File: src/irma_defines.vh
/*
 defines for the interrupt request / mask / accept block: register offsets,
 field positions, reset values, acceptance constants.
 assumes inclusion by bare name from the design files.
*/
`ifndef IRMA_DEFINES_VH
`define IRMA_DEFINES_VH

`define IRMA_OFF_REQ        8'h00
`define IRMA_OFF_MASK       8'h04
`define IRMA_OFF_MASK_CLR   8'h08
`define IRMA_OFF_PRIO       8'h0C
`define IRMA_OFF_EVENT      8'h10
`define IRMA_OFF_STATUS     8'h14
`define IRMA_OFF_SAVED_SR   8'h18
`define IRMA_OFF_SAVED_PC   8'h1C
`define IRMA_OFF_SAVED_SP   8'h20
`define IRMA_OFF_VBR        8'h24
`define IRMA_OFF_ACK        8'h28

`define IRMA_MASK_RESET     32'h000003FF
`define IRMA_MASK_IMPL      32'h000003FF
`define IRMA_SRC_MASK       32'h00000300
`define IRMA_BIT_TMR3       8
`define IRMA_BIT_TMR4       9

`define IRMA_PRIO_TMR3_LO   8
`define IRMA_PRIO_TMR4_LO   12
`define IRMA_PRIO_IMPL      32'h0000FF00

`define IRMA_SR_BL          28
`define IRMA_SR_MD          30
`define IRMA_SR_RB          29
`define IRMA_SR_CPU_MASK_LEVEL_LO    4
`define IRMA_SR_RESET       32'h700000F0

`define IRMA_VEC_OFFSET     32'h00000600
`define IRMA_EVT_TMR3       12'h580
`define IRMA_EVT_TMR4       12'hB80

`endif

File: src/irma_arbiter.v
/*
 priority arbiter for the two timer underflow sources.
 assumes requests already gated by the individual mask; combinational.
*/
`timescale 1ns/1ps
`include "irma_defines.vh"

module irma_arbiter (
   input  wire [1:0] req,
   input  wire [7:0] prio,
   output reg        valid,
   output reg        sel,
   output reg  [3:0] level
);
   wire [3:0] lvl3;
   wire [3:0] lvl4;
   assign lvl3 = prio[3:0];
   assign lvl4 = prio[7:4];

   always @* begin
      valid = 1'b0;
      sel   = 1'b0;
      level = 4'h0;
      // level 0 never wins, so a zero field masks its source
      if (req[0] && lvl3 != 4'h0) begin
         valid = 1'b1;
         sel   = 1'b0;
         level = lvl3;
      end
      // strictly greater wins; a tie keeps channel 3 by fixed order
      if (req[1] && lvl4 != 4'h0 && (!valid || lvl4 > level)) begin
         valid = 1'b1;
         sel   = 1'b1;
         level = lvl4;
      end
   end
endmodule

File: src/irma_top.v
/*
 interrupt request / mask / acceptance logic for the timer underflow
 sources, with a tiny model of the status word and saved registers.
 the request register mirrors the source lines, the mask register is set
 by ones written to it and cleared by ones written to the mask-clear
 register, and a two-source arbiter picks the level forwarded to the core.
 assumes a single-cycle register port and a core that raises
 insn_boundary between instructions and presents pc and sp there.
 assumes the source lines are synchronous to ref_clk and that software
 never strobes a write and a read in the same cycle.
*/
// How it works
// request register shows pending regardless of masks
// request bit reads one while pending
// mask resets to 0x3FF, kept in standby
// writing zero to mask changes nothing
// mask one blocks, zero passes source
// mask-clear ones unmask, zeros leave alone
// bit 9 timer four, bit 8 three
// highest programmed level wins, others wait
// ties resolved by fixed source order
// forward only if level above mask level
// accept only at instruction boundary
// acceptance loads event code register
// acceptance saves status, pc, stack pointer
// acceptance sets block, privilege, bank flags
// fetch starts at vector base plus 0x600
// acceptance leaves mask level unchanged
// handler clears source, waits before unblocking
// software unmasks through the mask-clear register
// nesting handler saves, unblocks, raises level
// cleared block flag admits higher levels
// four-bit level, zero masks source
// request writes ignored, reserved reads zero
`timescale 1ns/1ps
`include "irma_defines.vh"

module irma_top (
   input  wire        ref_clk,
   input  wire        rst,
   input  wire [7:0]  reg_addr,
   input  wire [31:0] reg_wdata,
   input  wire        reg_wr,
   input  wire        reg_rd,
   output reg  [31:0] reg_rdata,
   input  wire        tmr3_underflow,
   input  wire        tmr4_underflow,
   input  wire        standby,
   input  wire        insn_boundary,
   input  wire [31:0] cpu_pc,
   input  wire [31:0] cpu_sp,
   output reg         cpu_irq,
   output reg         accept_pulse,
   output reg  [31:0] fetch_addr,
   output reg  [31:0] status_word_q
);
   reg  [31:0] source_request_status_q;
   reg  [31:0] source_mask_q;
   reg  [31:0] timer_priority_fields_q;
   reg  [11:0] event_code_q;
   reg  [31:0] saved_status_q;
   reg  [31:0] saved_pc_q;
   reg  [31:0] saved_sp_q;
   reg  [31:0] vector_base_q;
   reg  [31:0] status_d;
   reg  [31:0] rd_view;
   reg  [1:0]  seq_q;
   reg  [1:0]  seq_d;

   wire [1:0]  gated_req;
   wire        arb_valid;
   wire        arb_sel;
   wire [3:0]  arb_level;
   wire [3:0]  cpu_mask_level;
   wire        block_flag;
   wire        take;
   wire        wr_req;
   wire        wr_mask;
   wire        wr_mask_clr;
   wire        wr_prio;
   wire        wr_status;
   wire        wr_saved_sr;
   wire        wr_saved_pc;
   wire        wr_vbr;
   wire        level_above;
   wire [1:0]  src_level;
   wire [31:0] req_d;
   wire [31:0] mask_d;

   localparam [31:0] MASK_IMPL = `IRMA_MASK_IMPL;
   localparam [31:0] SRC_BITS  = `IRMA_SRC_MASK;
   localparam [1:0]  ST_WAIT   = 2'b01;
   localparam [1:0]  ST_DONE   = 2'b10;

   genvar gi;

   function sel_wr;
      input [7:0] a;
      input [7:0] off;
      input       we;
      begin
         sel_wr = we && (a == off);
      end
   endfunction

   // write-one-sets / write-one-clears update of one mask bit
   function mask_next;
      input q;
      input w;
      input set;
      input clr;
      begin
         if (set) begin
            mask_next = q | w;
         end else if (clr) begin
            mask_next = q & ~w;
         end else begin
            mask_next = q;
         end
      end
   endfunction

   function [11:0] event_of;
      input s;
      begin
         event_of = s ? `IRMA_EVT_TMR4 : `IRMA_EVT_TMR3;
      end
   endfunction

   assign wr_req      = sel_wr(reg_addr, `IRMA_OFF_REQ, reg_wr);
   assign wr_mask     = sel_wr(reg_addr, `IRMA_OFF_MASK, reg_wr);
   assign wr_mask_clr = sel_wr(reg_addr, `IRMA_OFF_MASK_CLR, reg_wr);
   assign wr_prio     = sel_wr(reg_addr, `IRMA_OFF_PRIO, reg_wr);
   assign wr_status   = sel_wr(reg_addr, `IRMA_OFF_STATUS, reg_wr);
   assign wr_saved_sr = sel_wr(reg_addr, `IRMA_OFF_SAVED_SR, reg_wr);
   assign wr_saved_pc = sel_wr(reg_addr, `IRMA_OFF_SAVED_PC, reg_wr);
   assign wr_vbr      = sel_wr(reg_addr, `IRMA_OFF_VBR, reg_wr);

   // mask bit set blocks its source from arbitration
   assign gated_req = source_request_status_q[`IRMA_BIT_TMR4:`IRMA_BIT_TMR3]
                    & ~source_mask_q[`IRMA_BIT_TMR4:`IRMA_BIT_TMR3];

   irma_arbiter u_arb (
      .req   (gated_req),
      .prio  (timer_priority_fields_q[15:8]),
      .valid (arb_valid),
      .sel   (arb_sel),
      .level (arb_level)
   );

   assign cpu_mask_level = status_word_q[`IRMA_SR_CPU_MASK_LEVEL_LO+3:`IRMA_SR_CPU_MASK_LEVEL_LO];
   assign block_flag     = status_word_q[`IRMA_SR_BL];
   assign level_above    = arb_valid && (arb_level > cpu_mask_level);
   // a cleared block flag with raised mask level still admits higher ones;
   // the live level check stops a request that a fresh mask level outranks

   assign take = cpu_irq && level_above && !block_flag && insn_boundary;

   // request register follows the sources directly; it is a level, not a
   // latch, so a source deasserting its line clears the bit
   // software writes to it go nowhere
   assign src_level = {tmr4_underflow, tmr3_underflow};

   // per-bit next values; reserved bits are tied low
   generate
      for (gi = 0; gi < 32; gi = gi + 1) begin : g_bit
         if (SRC_BITS[gi]) begin : g_src
            assign req_d[gi] = src_level[gi-`IRMA_BIT_TMR3];
         end else begin : g_nosrc
            assign req_d[gi] = 1'b0;
         end
         if (MASK_IMPL[gi]) begin : g_msk
            // only ones take effect on the mask
            assign mask_d[gi] = mask_next(source_mask_q[gi], reg_wdata[gi],
                                          wr_mask, wr_mask_clr);
         end else begin : g_nomsk
            assign mask_d[gi] = 1'b0;
         end
      end
   endgenerate

   always @(posedge ref_clk) begin
      if (rst) begin
         source_request_status_q <= 32'h00000000;
      end else begin
         source_request_status_q <= req_d;
      end
   end

   // standby is not a reset, so the mask simply holds
   always @(posedge ref_clk) begin
      if (rst) begin
         source_mask_q <= `IRMA_MASK_RESET;
      end else begin
         source_mask_q <= mask_d;
      end
   end

   // levels live in the two timer nibbles; the rest read 0
   always @(posedge ref_clk) begin
      if (rst) begin
         timer_priority_fields_q <= 32'h00000000;
      end else if (wr_prio) begin
         timer_priority_fields_q <= reg_wdata & `IRMA_PRIO_IMPL;
      end
   end

   always @(posedge ref_clk) begin
      if (rst) begin
         vector_base_q <= 32'h00000000;
      end else if (wr_vbr) begin
         vector_base_q <= reg_wdata;
      end
   end

   // forward only a strictly higher level than the cpu mask
   always @(posedge ref_clk) begin
      if (rst) begin
         cpu_irq <= 1'b0;
      end else begin
         cpu_irq <= level_above && !take;
      end
   end

   always @* begin
      status_d = status_word_q;
      if (wr_status) begin
         status_d = reg_wdata;
      end
      if (take) begin
         // mask level bits untouched by acceptance
         status_d[`IRMA_SR_BL] = 1'b1;
         status_d[`IRMA_SR_MD] = 1'b1;
         status_d[`IRMA_SR_RB] = 1'b1;
      end
   end

   // acceptance's BL, MD and RB bits win over a same-cycle software write to the status word
   always @(posedge ref_clk) begin
      if (rst) begin
         status_word_q <= `IRMA_SR_RESET;
      end else begin
         status_word_q <= status_d;
      end
   end

   // acceptance marker: done lasts one cycle, as BL blocks a second take
   always @* begin
      case (seq_q)
         ST_WAIT: begin
            seq_d = take ? ST_DONE : ST_WAIT;
         end
         ST_DONE: begin
            seq_d = take ? ST_DONE : ST_WAIT;
         end
         default: begin
            seq_d = ST_WAIT;
         end
      endcase
   end

   always @(posedge ref_clk) begin
      if (rst) begin
         seq_q        <= ST_WAIT;
         accept_pulse <= 1'b0;
      end else begin
         seq_q        <= seq_d;
         accept_pulse <= (seq_d == ST_DONE);
      end
   end

   always @(posedge ref_clk) begin
      if (rst) begin
         event_code_q <= 12'h000;
      end else if (take) begin
         event_code_q <= event_of(arb_sel);
      end
   end

   always @(posedge ref_clk) begin
      if (rst) begin
         saved_status_q <= 32'h00000000;
      end else if (take) begin
         saved_status_q <= status_word_q;
      end else if (wr_saved_sr) begin
         saved_status_q <= reg_wdata;
      end
   end

   always @(posedge ref_clk) begin
      if (rst) begin
         saved_pc_q <= 32'h00000000;
      end else if (take) begin
         saved_pc_q <= cpu_pc;
      end else if (wr_saved_pc) begin
         saved_pc_q <= reg_wdata;
      end
   end

   // saved stack pointer is only loaded by acceptance
   always @(posedge ref_clk) begin
      if (rst) begin
         saved_sp_q <= 32'h00000000;
      end else if (take) begin
         saved_sp_q <= cpu_sp;
      end
   end

   always @(posedge ref_clk) begin
      if (rst) begin
         fetch_addr <= 32'h00000000;
      end else if (take) begin
         fetch_addr <= vector_base_q + `IRMA_VEC_OFFSET;
      end
   end

   // read view of the addressed register; unmapped and write-only give 0
   always @* begin
      rd_view = 32'h00000000;
      case (reg_addr)
         `IRMA_OFF_REQ:      rd_view = source_request_status_q;
         `IRMA_OFF_MASK:     rd_view = source_mask_q;
         `IRMA_OFF_PRIO:     rd_view = timer_priority_fields_q;
         `IRMA_OFF_EVENT:    rd_view = {20'h00000, event_code_q};
         `IRMA_OFF_STATUS:   rd_view = status_word_q;
         `IRMA_OFF_SAVED_SR: rd_view = saved_status_q;
         `IRMA_OFF_SAVED_PC: rd_view = saved_pc_q;
         `IRMA_OFF_SAVED_SP: rd_view = saved_sp_q;
         `IRMA_OFF_VBR:      rd_view = vector_base_q;
         default:            rd_view = 32'h00000000;
      endcase
   end

   // read data one cycle after the strobe, 0 in every other cycle
   always @(posedge ref_clk) begin
      if (rst) begin
         reg_rdata <= 32'h00000000;
      end else if (reg_rd) begin
         reg_rdata <= rd_view;
      end else begin
         reg_rdata <= 32'h00000000;
      end
   end
endmodule

File: config.mk
export PLATFORM = sky130hd
export DESIGN_NAME = irma_top
export DESIGN_NICKNAME = d
export VERILOG_FILES = /design/src/irma_arbiter.v /design/src/irma_top.v
export VERILOG_INCLUDE_DIRS = /design/src
export SDC_FILE = /design/constraint.sdc
export NUM_CORES = 1
export LEC_CHECK = 0
export BUFFER_PORTS_ARGS = -buffer_cell sky130_fd_sc_hd__buf_2
export CAP_MARGIN = 20
export CORE_UTILIZATION = 60
export CTS_CLUSTER_DIAMETER = 120
export DETAILED_ROUTE_END_ITERATION = 7
export PLACE_DENSITY = 0.85
export SYNTH_ARGS = -nofsm -noshare
export SYNTH_HDL_FRONTEND = slang
export SYNTH_HIERARCHICAL = 1
export SYNTH_SLANG_ARGS = --single-unit
File: constraint.sdc
create_clock -name ref_clk -period 9.9 [get_ports ref_clk]
set_input_delay 0.99 -clock ref_clk [delete_from_list [all_inputs] [get_ports ref_clk]]
set_output_delay 0.99 -clock ref_clk [all_outputs]
set_load 0.02 [all_outputs]
# After elaboration in Yosys (flattened, before gate mapping)
# Index checks and enable logic that the tools add are counted.
# word_totals
mem_bits_rw	0
memories	0
mem_bits_ro	0
out_inout_bits	98
register_bits	312
latchBits	0
# classes
div_mod_pow	0
n_addsub	1
n_bitwise	33
n_eq_ne	12
n_mul	0
magnitude_cmp	2
shifts	0
reduce_logical	28
mux	33
# ops
cell	count
case mux 32 bit (9 select lines)	1
two-way mux 32 bit	4
adder 32 x 11 -> 32 bit, second input constant	1
equality test 8 x 5 -> 1 bit, second input constant	4
two-way mux 1 bit	23
equality test 8 x 4 -> 1 bit, second input constant	2
equality test 8 x 6 -> 1 bit, second input constant	2
logical AND 1 bit	15
two-way mux 12 bit	1
inverter 1 bit	11
AND 1 bit	10
OR 1 bit	10
equality test 8 x 3 -> 1 bit, second input constant	1
greater-than comparator 4 bit	2
logical NOT 8 bit	1
two-way mux 4 bit	2
nonzero test 4 bit	2
nonzero test 2 bit	3
OR reduction 2 bit	3
equality test 2 bit, second input constant	2
two-way mux 2 bit	2
logical NOT 1 bit	3
AND 2 bit	1
equality test 2 x 1 -> 1 bit, second input constant	1
2 further kinds	2

# Longest topological paths before layout
# logic_depth
word_depth	16
ltp_mapped	19
mapped_depth_nobuf	15

# Modules after synthesis
# The synthesis kept the hierarchy.
# by_module_without_submodules
mod	cells_per_inst	instances	area_per_inst_um2	seq_area_each_um2
irma_top	1400	1	11158.2	5004.8
irma_arbiter	36	1	269.0	0.0

# Least setup slack after synthesis
# No wires, ideal clock.
# synth_path
path_type	reg-to-reg
startpoint	register source_request_status_q[8]
endpoint	register saved_status_q[7]
path_buffers	3
slack_ns	6.588
arrival_ns	3.226
required_ns	9.814
synth_period_minus_slack_ns	3.312
setup_time_ns	0.086
path_stages_with_launch	16
cell_sequence	dfxtp_1 nor2b_1 clkbuf_1 nand2_1 ha_1 a41oi_1 and2_1 o211ai_1 ha_1 nor2b_1 o211ai_1 a211oi_1 buf_2 clkbuf_1 a21oi_1 a221oi_2
# synth_via
elab_chain_cells	13
# synth_lines
element	line	source
from (decl)	irma_top.v:57	reg [31:0] source_request_status_q;
from (signal assigned)	irma_top.v:186	source_request_status_q <= req_d;
AND 2 bit (*)	irma_top.v:140	assign gated_req = source_request_status_q[`IRMA_BIT_TMR4:`IRMA_BIT_TMR3]
named net gated_req[0]	irma_top.v:70	wire [1:0] gated_req;
logical AND 1 bit (*)	irma_arbiter.v:25	if (req[0] && lvl3 != 4'h0) begin
two-way mux 4 bit / two-way mux 1 bit (equally long branches)	irma_arbiter.v:25	
greater-than comparator 4 bit / logical NOT 1 bit (equally long branches)	irma_arbiter.v:31	if (req[1] && lvl4 != 4'h0 && (!valid || lvl4 > level)) begin
logical OR 1 bit	irma_arbiter.v:31	
logical AND 1 bit	irma_arbiter.v:31	
two-way mux 4 bit (*)	irma_arbiter.v:31	
named net arb_level[1]	irma_top.v:73	wire [3:0] arb_level;
greater-than comparator 4 bit (*)	irma_top.v:153	assign level_above = arb_valid && (arb_level > cpu_mask_level);
logical AND 1 bit (*)	irma_top.v:153	
logical AND 1 bit (*) (3 in a row)	irma_top.v:157	assign take = cpu_irq && level_above && !block_flag && insn_boundary;
two-way mux 32 bit / nonzero test 2 bit (equally long branches)	n/a	
to (signal assigned)	irma_top.v:284	saved_status_q <= status_word_q;
to (signal assigned)	irma_top.v:286	saved_status_q <= reg_wdata;
to (decl)	irma_top.v:61	reg [31:0] saved_status_q;
# The timed path passes the listed nets; every way through them passes the cells marked *.
# A chain may end at the register's enable or synchronous reset.

# Final worst setup path
# layout_path
startpoint	register source_request_status_q[8]
endpoint	register saved_pc_q[13]
# layout_via
elab_chain_cells	13
# layout_lines
element	line	source
AND 2 bit (*)	irma_top.v:140	
named net gated_req[0]	irma_top.v:70	
logical AND 1 bit (*)	irma_arbiter.v:25	
two-way mux 4 bit / two-way mux 1 bit (equally long branches)	irma_arbiter.v:25	
greater-than comparator 4 bit / logical NOT 1 bit (equally long branches)	irma_arbiter.v:31	
logical OR 1 bit	irma_arbiter.v:31	
logical AND 1 bit	irma_arbiter.v:31	
two-way mux 4 bit (*)	irma_arbiter.v:31	
named net arb_level[1]	irma_top.v:73	
greater-than comparator 4 bit (*)	irma_top.v:153	
logical AND 1 bit (*)	irma_top.v:153	
logical AND 1 bit (*) (3 in a row)	irma_top.v:157	
two-way mux 32 bit / nonzero test 2 bit (equally long branches)	n/a	
to (signal assigned)	irma_top.v:294	saved_pc_q <= cpu_pc;
to (signal assigned)	irma_top.v:296	saved_pc_q <= reg_wdata;
to (decl)	irma_top.v:62	reg [31:0] saved_pc_q;
# Marks and branches as above.

==> impl_metrics.tcl <==
set metrics [dict create \
    slew_viol_final 0 \
    ys_warn_count 6 \
    die_w_um 140 \
    hold_viol 0 \
    cp_cell_sequence "nor2b_1 -> nand2_1 -> ha_1 -> a41oi_1 -> and2_1 -> o211ai_1 -> ha_1 -> nor2b_1 -> o211ai_1 -> a211o_4 -> buf_4 -> nor2_1 -> a211oi_1" \
    p_sw_uw 477 \
    h-tree-depth 1 \
    cp-end-kind "flop" \
    drt-pass1-iter-count 5 \
    area_delta_synth_final_pct 16.4 \
    path_class "reg2reg" \
    synth_seq_cells 250 \
    rsz0062_at_grt "no" \
    ioPinCount 210 \
    clkPwrFrac_pct 47.2 \
    synth_cell_type_count 55 \
    track_usage_pct 35.1 \
    vias_per_cell 6.22 \
    drive_above_1_share_pct 19.9 \
    finalSetupViolations 0 \
    final_common_cell "nand2_1" \
    nets 1697 \
    ant_nets 0 \
    reg2reg_to "saved_pc_q[13]$_SDFFE_PP0P_" \
    place_congestion 0.932 \
    worstMarginPinSlew_ps 1060 \
    synth-edff-count 0 \
    clock_path_buffers 3 \
    hold_class "reg2reg" \
    required_ps 10340 \
    async_flop_share_pct 0 \
    ctsHoldBuffers 0 \
    timing.final.crit_share_pct 48.5 \
    slew_headroom_pct 29.2 \
    syn_area_um2 11400 \
    synthCells 1436 \
    cts_tree "built" \
    arrival_ps 5230 \
    clock_sinks 250 \
    outcome "complete, no violations" \
    num-fill-cells 1444 \
    grt_overflow 0 \
    grt_pass1_vias 10600 \
    peakVddDrop_uv 130 \
    path_delay_family "compound AO/OA/AOI/OAI gates" \
    fin_tns_setup_ps 0 \
    post_cts_buffers 0 \
    min-delay-start "fetch_addr[4]$_SDFFE_PP0P_" \
    worst-path-buf-inv 1 \
    route.vias.total 11400 \
    yosysSeqAreaShare_pct 43.8 \
    p_int_mw 1.60 \
    slowest_stage "buf_4" \
    post-dp-hpwl_mm 22.8 \
    clkTransAtPathRegs_ps 60 \
    grt_pass1_wl_mm 55.1 \
    maxCapViolCount 0 \
    syn_avg_cell_area_um2 7.96 \
    path_max_fanout 82 \
    synth_nets 1557 \
    std_cell_rows 50 \
    wl_per_cell_um 19.2 \
    drc 0 \
    start_util_pct 61.1 \
    core_area_um2 18700 \
    pre_cts_ws_ps 5200 \
    dieArea_um2 19600 \
    synth-main-ff-cell "dfxtp_1" \
    drtIter0Drc 1380 \
    slowest_delay_ps 790 \
    hold_depth 2 \
    cts_buffers 26 \
    post_cts_resized 0 \
    fin_skew_ps 9.97 \
    p_per_area_nw_per_um2 156 \
    combPwrFrac_pct 4.3 \
    reg2reg_slack_ps 5100 \
    period_minus_slack_ps 4800 \
    clock_latency_ps 530 \
    wl_mm 35.2 \
    reg2regPathDepth 13 \
    p_leak_nw 4.93 \
    max_freq_mhz 208 \
    antenna_found_initial 3 \
    fin_ws_ps 5100 \
    portBuffers 208 \
    start_kind "flop" \
    pwr-share-seq_pct 48.5 \
    die_h_um 140 \
    cts.root.buffer_cell "clkbuf_16" \
    layout_common_cells "346 x nand2_1, 250 x dfxtp_1, 206 x buf_2" \
    hold_end "fetch_addr[4]$_SDFFE_PP0P_" \
    grt_max_degree 111 \
    sw_frac_of_total_pct 23.0 \
    rr_startpoint "source_request_status_q[8]$_SDFF_PP0_" \
]
-- through the flow --
stage / area, um2 / utilization, % / hold WS, ps / power, mW / instances
after floorplan: 11400 / - / 431 / 1.07 / 1436
after global placement: 12400 / 66.3 / 441 / 1.12 / 1781
after detailed placement: 12400 / 66.3 / 443 / 1.12 / 1781
after CTS: 13300 / 71.0 / 452 / 2.07 / 1829
after global routing: 13300 / 71.1 / 475 / 2.12 / 1832
final: 13300 / 71.1 / 452 / 2.08 / 1832
-- layout make-up --
type                    count  area, um2  share of cell area, %
diodes                      2       5.00                 0.0376
clock buffers              34        752                   5.65
clock inverters            14        113                  0.846
inverters                  11       41.3                  0.310
multi-input cells        1059       5880                   44.2
flip-flops and latches    250       5000                   37.6
well taps                 234        293                   2.20
repair buffers            228       1220                   9.17
-- how the worst max path moves through the flow --
| stage | start | depth (start not counted) | end | slack (ps) |
|---|---|---|---|---|
| 6_report | source_request_status_q[8]$_SDFF_PP0_ | 13 | saved_pc_q[13]$_SDFFE_PP0P_ | 5100 |
| 5_1_grt | source_request_status_q[8]$_SDFF_PP0_ | 13 | saved_pc_q[13]$_SDFFE_PP0P_ | 4810 |
| 4_1_cts | source_request_status_q[8]$_SDFF_PP0_ | 13 | cpu_irq$_SDFF_PP0_ | 5180 |
| 3_5_place_dp | source_request_status_q[8]$_SDFF_PP0_ | 13 | cpu_irq$_SDFF_PP0_ | 5200 |
| 3_3_place_gp | source_request_status_q[8]$_SDFF_PP0_ | 13 | cpu_irq$_SDFF_PP0_ | 5140 |
| 2_1_floorplan | source_request_status_q[8]$_SDFF_PP0_ | 15 | saved_status_q[7]$_SDFFE_PP0P_ | 6590 |
-- worst reg2reg max path: stages, from the launching register on --
cell and delay, ps:
dfxtp_1 370, nor2b_1 460, nand2_1 160, ha_1 340
a41oi_1 430, and2_1 270, o211ai_1 120, ha_1 310
nor2b_1 140, o211ai_1 400, a211o_4 400, buf_4 810
nor2_1 240, a211oi_1 270
-- synthesized netlist by cell type (3+ instances only) --
cell      instances  share of area, %
nor3_1            5              0.22
nor2_1          158               5.2
a22oi_1           9              0.59
a211oi_1         63               4.1
nor2_2            3              0.16
and2_1            4              0.22
nand3_1          23               1.0
a21oi_1         199               8.7
a211oi_2         20               2.2
and3_1            3              0.16
xor2_1            9              0.69
nand2b_1          4              0.22
nand4_1          14              0.77
clkbuf_1         60               2.0
a221oi_1          5              0.38
or3_1             3              0.16
xnor2_1          14               1.1
buf_2            43               1.9
a211o_1          14               1.1
nor2b_1           8              0.44
o21ai_0          29               1.3
mux2_2            6              0.59
ha_1              9              0.99
a22o_1            3              0.23
nand3b_1          4              0.26
o211ai_1          5              0.33
a32oi_1           5              0.38
o22ai_1          10              0.55
nand2_1         346                11
mux2i_1          59               5.2
inv_1            11              0.36
buf_4             8              0.53
dfxtp_1         250                44
-- power groups by stage --
stage	sequential, mW	clock (mW)	combinational (mW)
after global placement	1.03	0	0.0847
after detailed placement	1.03	0	0.0850
after global routing	1.01	1.02	0.0924
final	1.01	0.980	0.0890
after CTS	1.01	0.980	0.0856
after floorplan	1.03	0	0.0410
-- metal layers --
layer	share of wire [%]	vias up	track usage, %
met3	12	111	5.78
met4	3.8	0	15.4
li1	-	5228	-
met2	45	746	55.6
met5	0	-	0
met1	39	5309	47.1
-- cell families (layout without fill, tap and decap cells) --
group	after synthesis	after routing	share of synthesized area [%]
AO/OA/AOI/OAI	374	374	21.1
adder cells (fa/ha/maj)	9	9	0.985
multiplexers	65	65	5.76
AND/OR/NAND/NOR	588	588	21.6
other	0	2	0
buffers and inverters	127	287	4.99
XOR/XNOR	23	23	1.76
flip-flops	250	250	43.8
-- flip-flops by register name, indices dropped and copies added, names as in the netlist, named ones only --
name and cells:
saved_sp_q 32, source_request_status_q 2, reg_rdata 32, event_code_q 3
fetch_addr 32, saved_status_q 32, cpu_irq 1, saved_pc_q 32
accept_pulse 1, timer_priority_fields_q 8, vector_base_q 32, status_word_q 32
seq_q 1
Power figures use the tool's default switching activity.
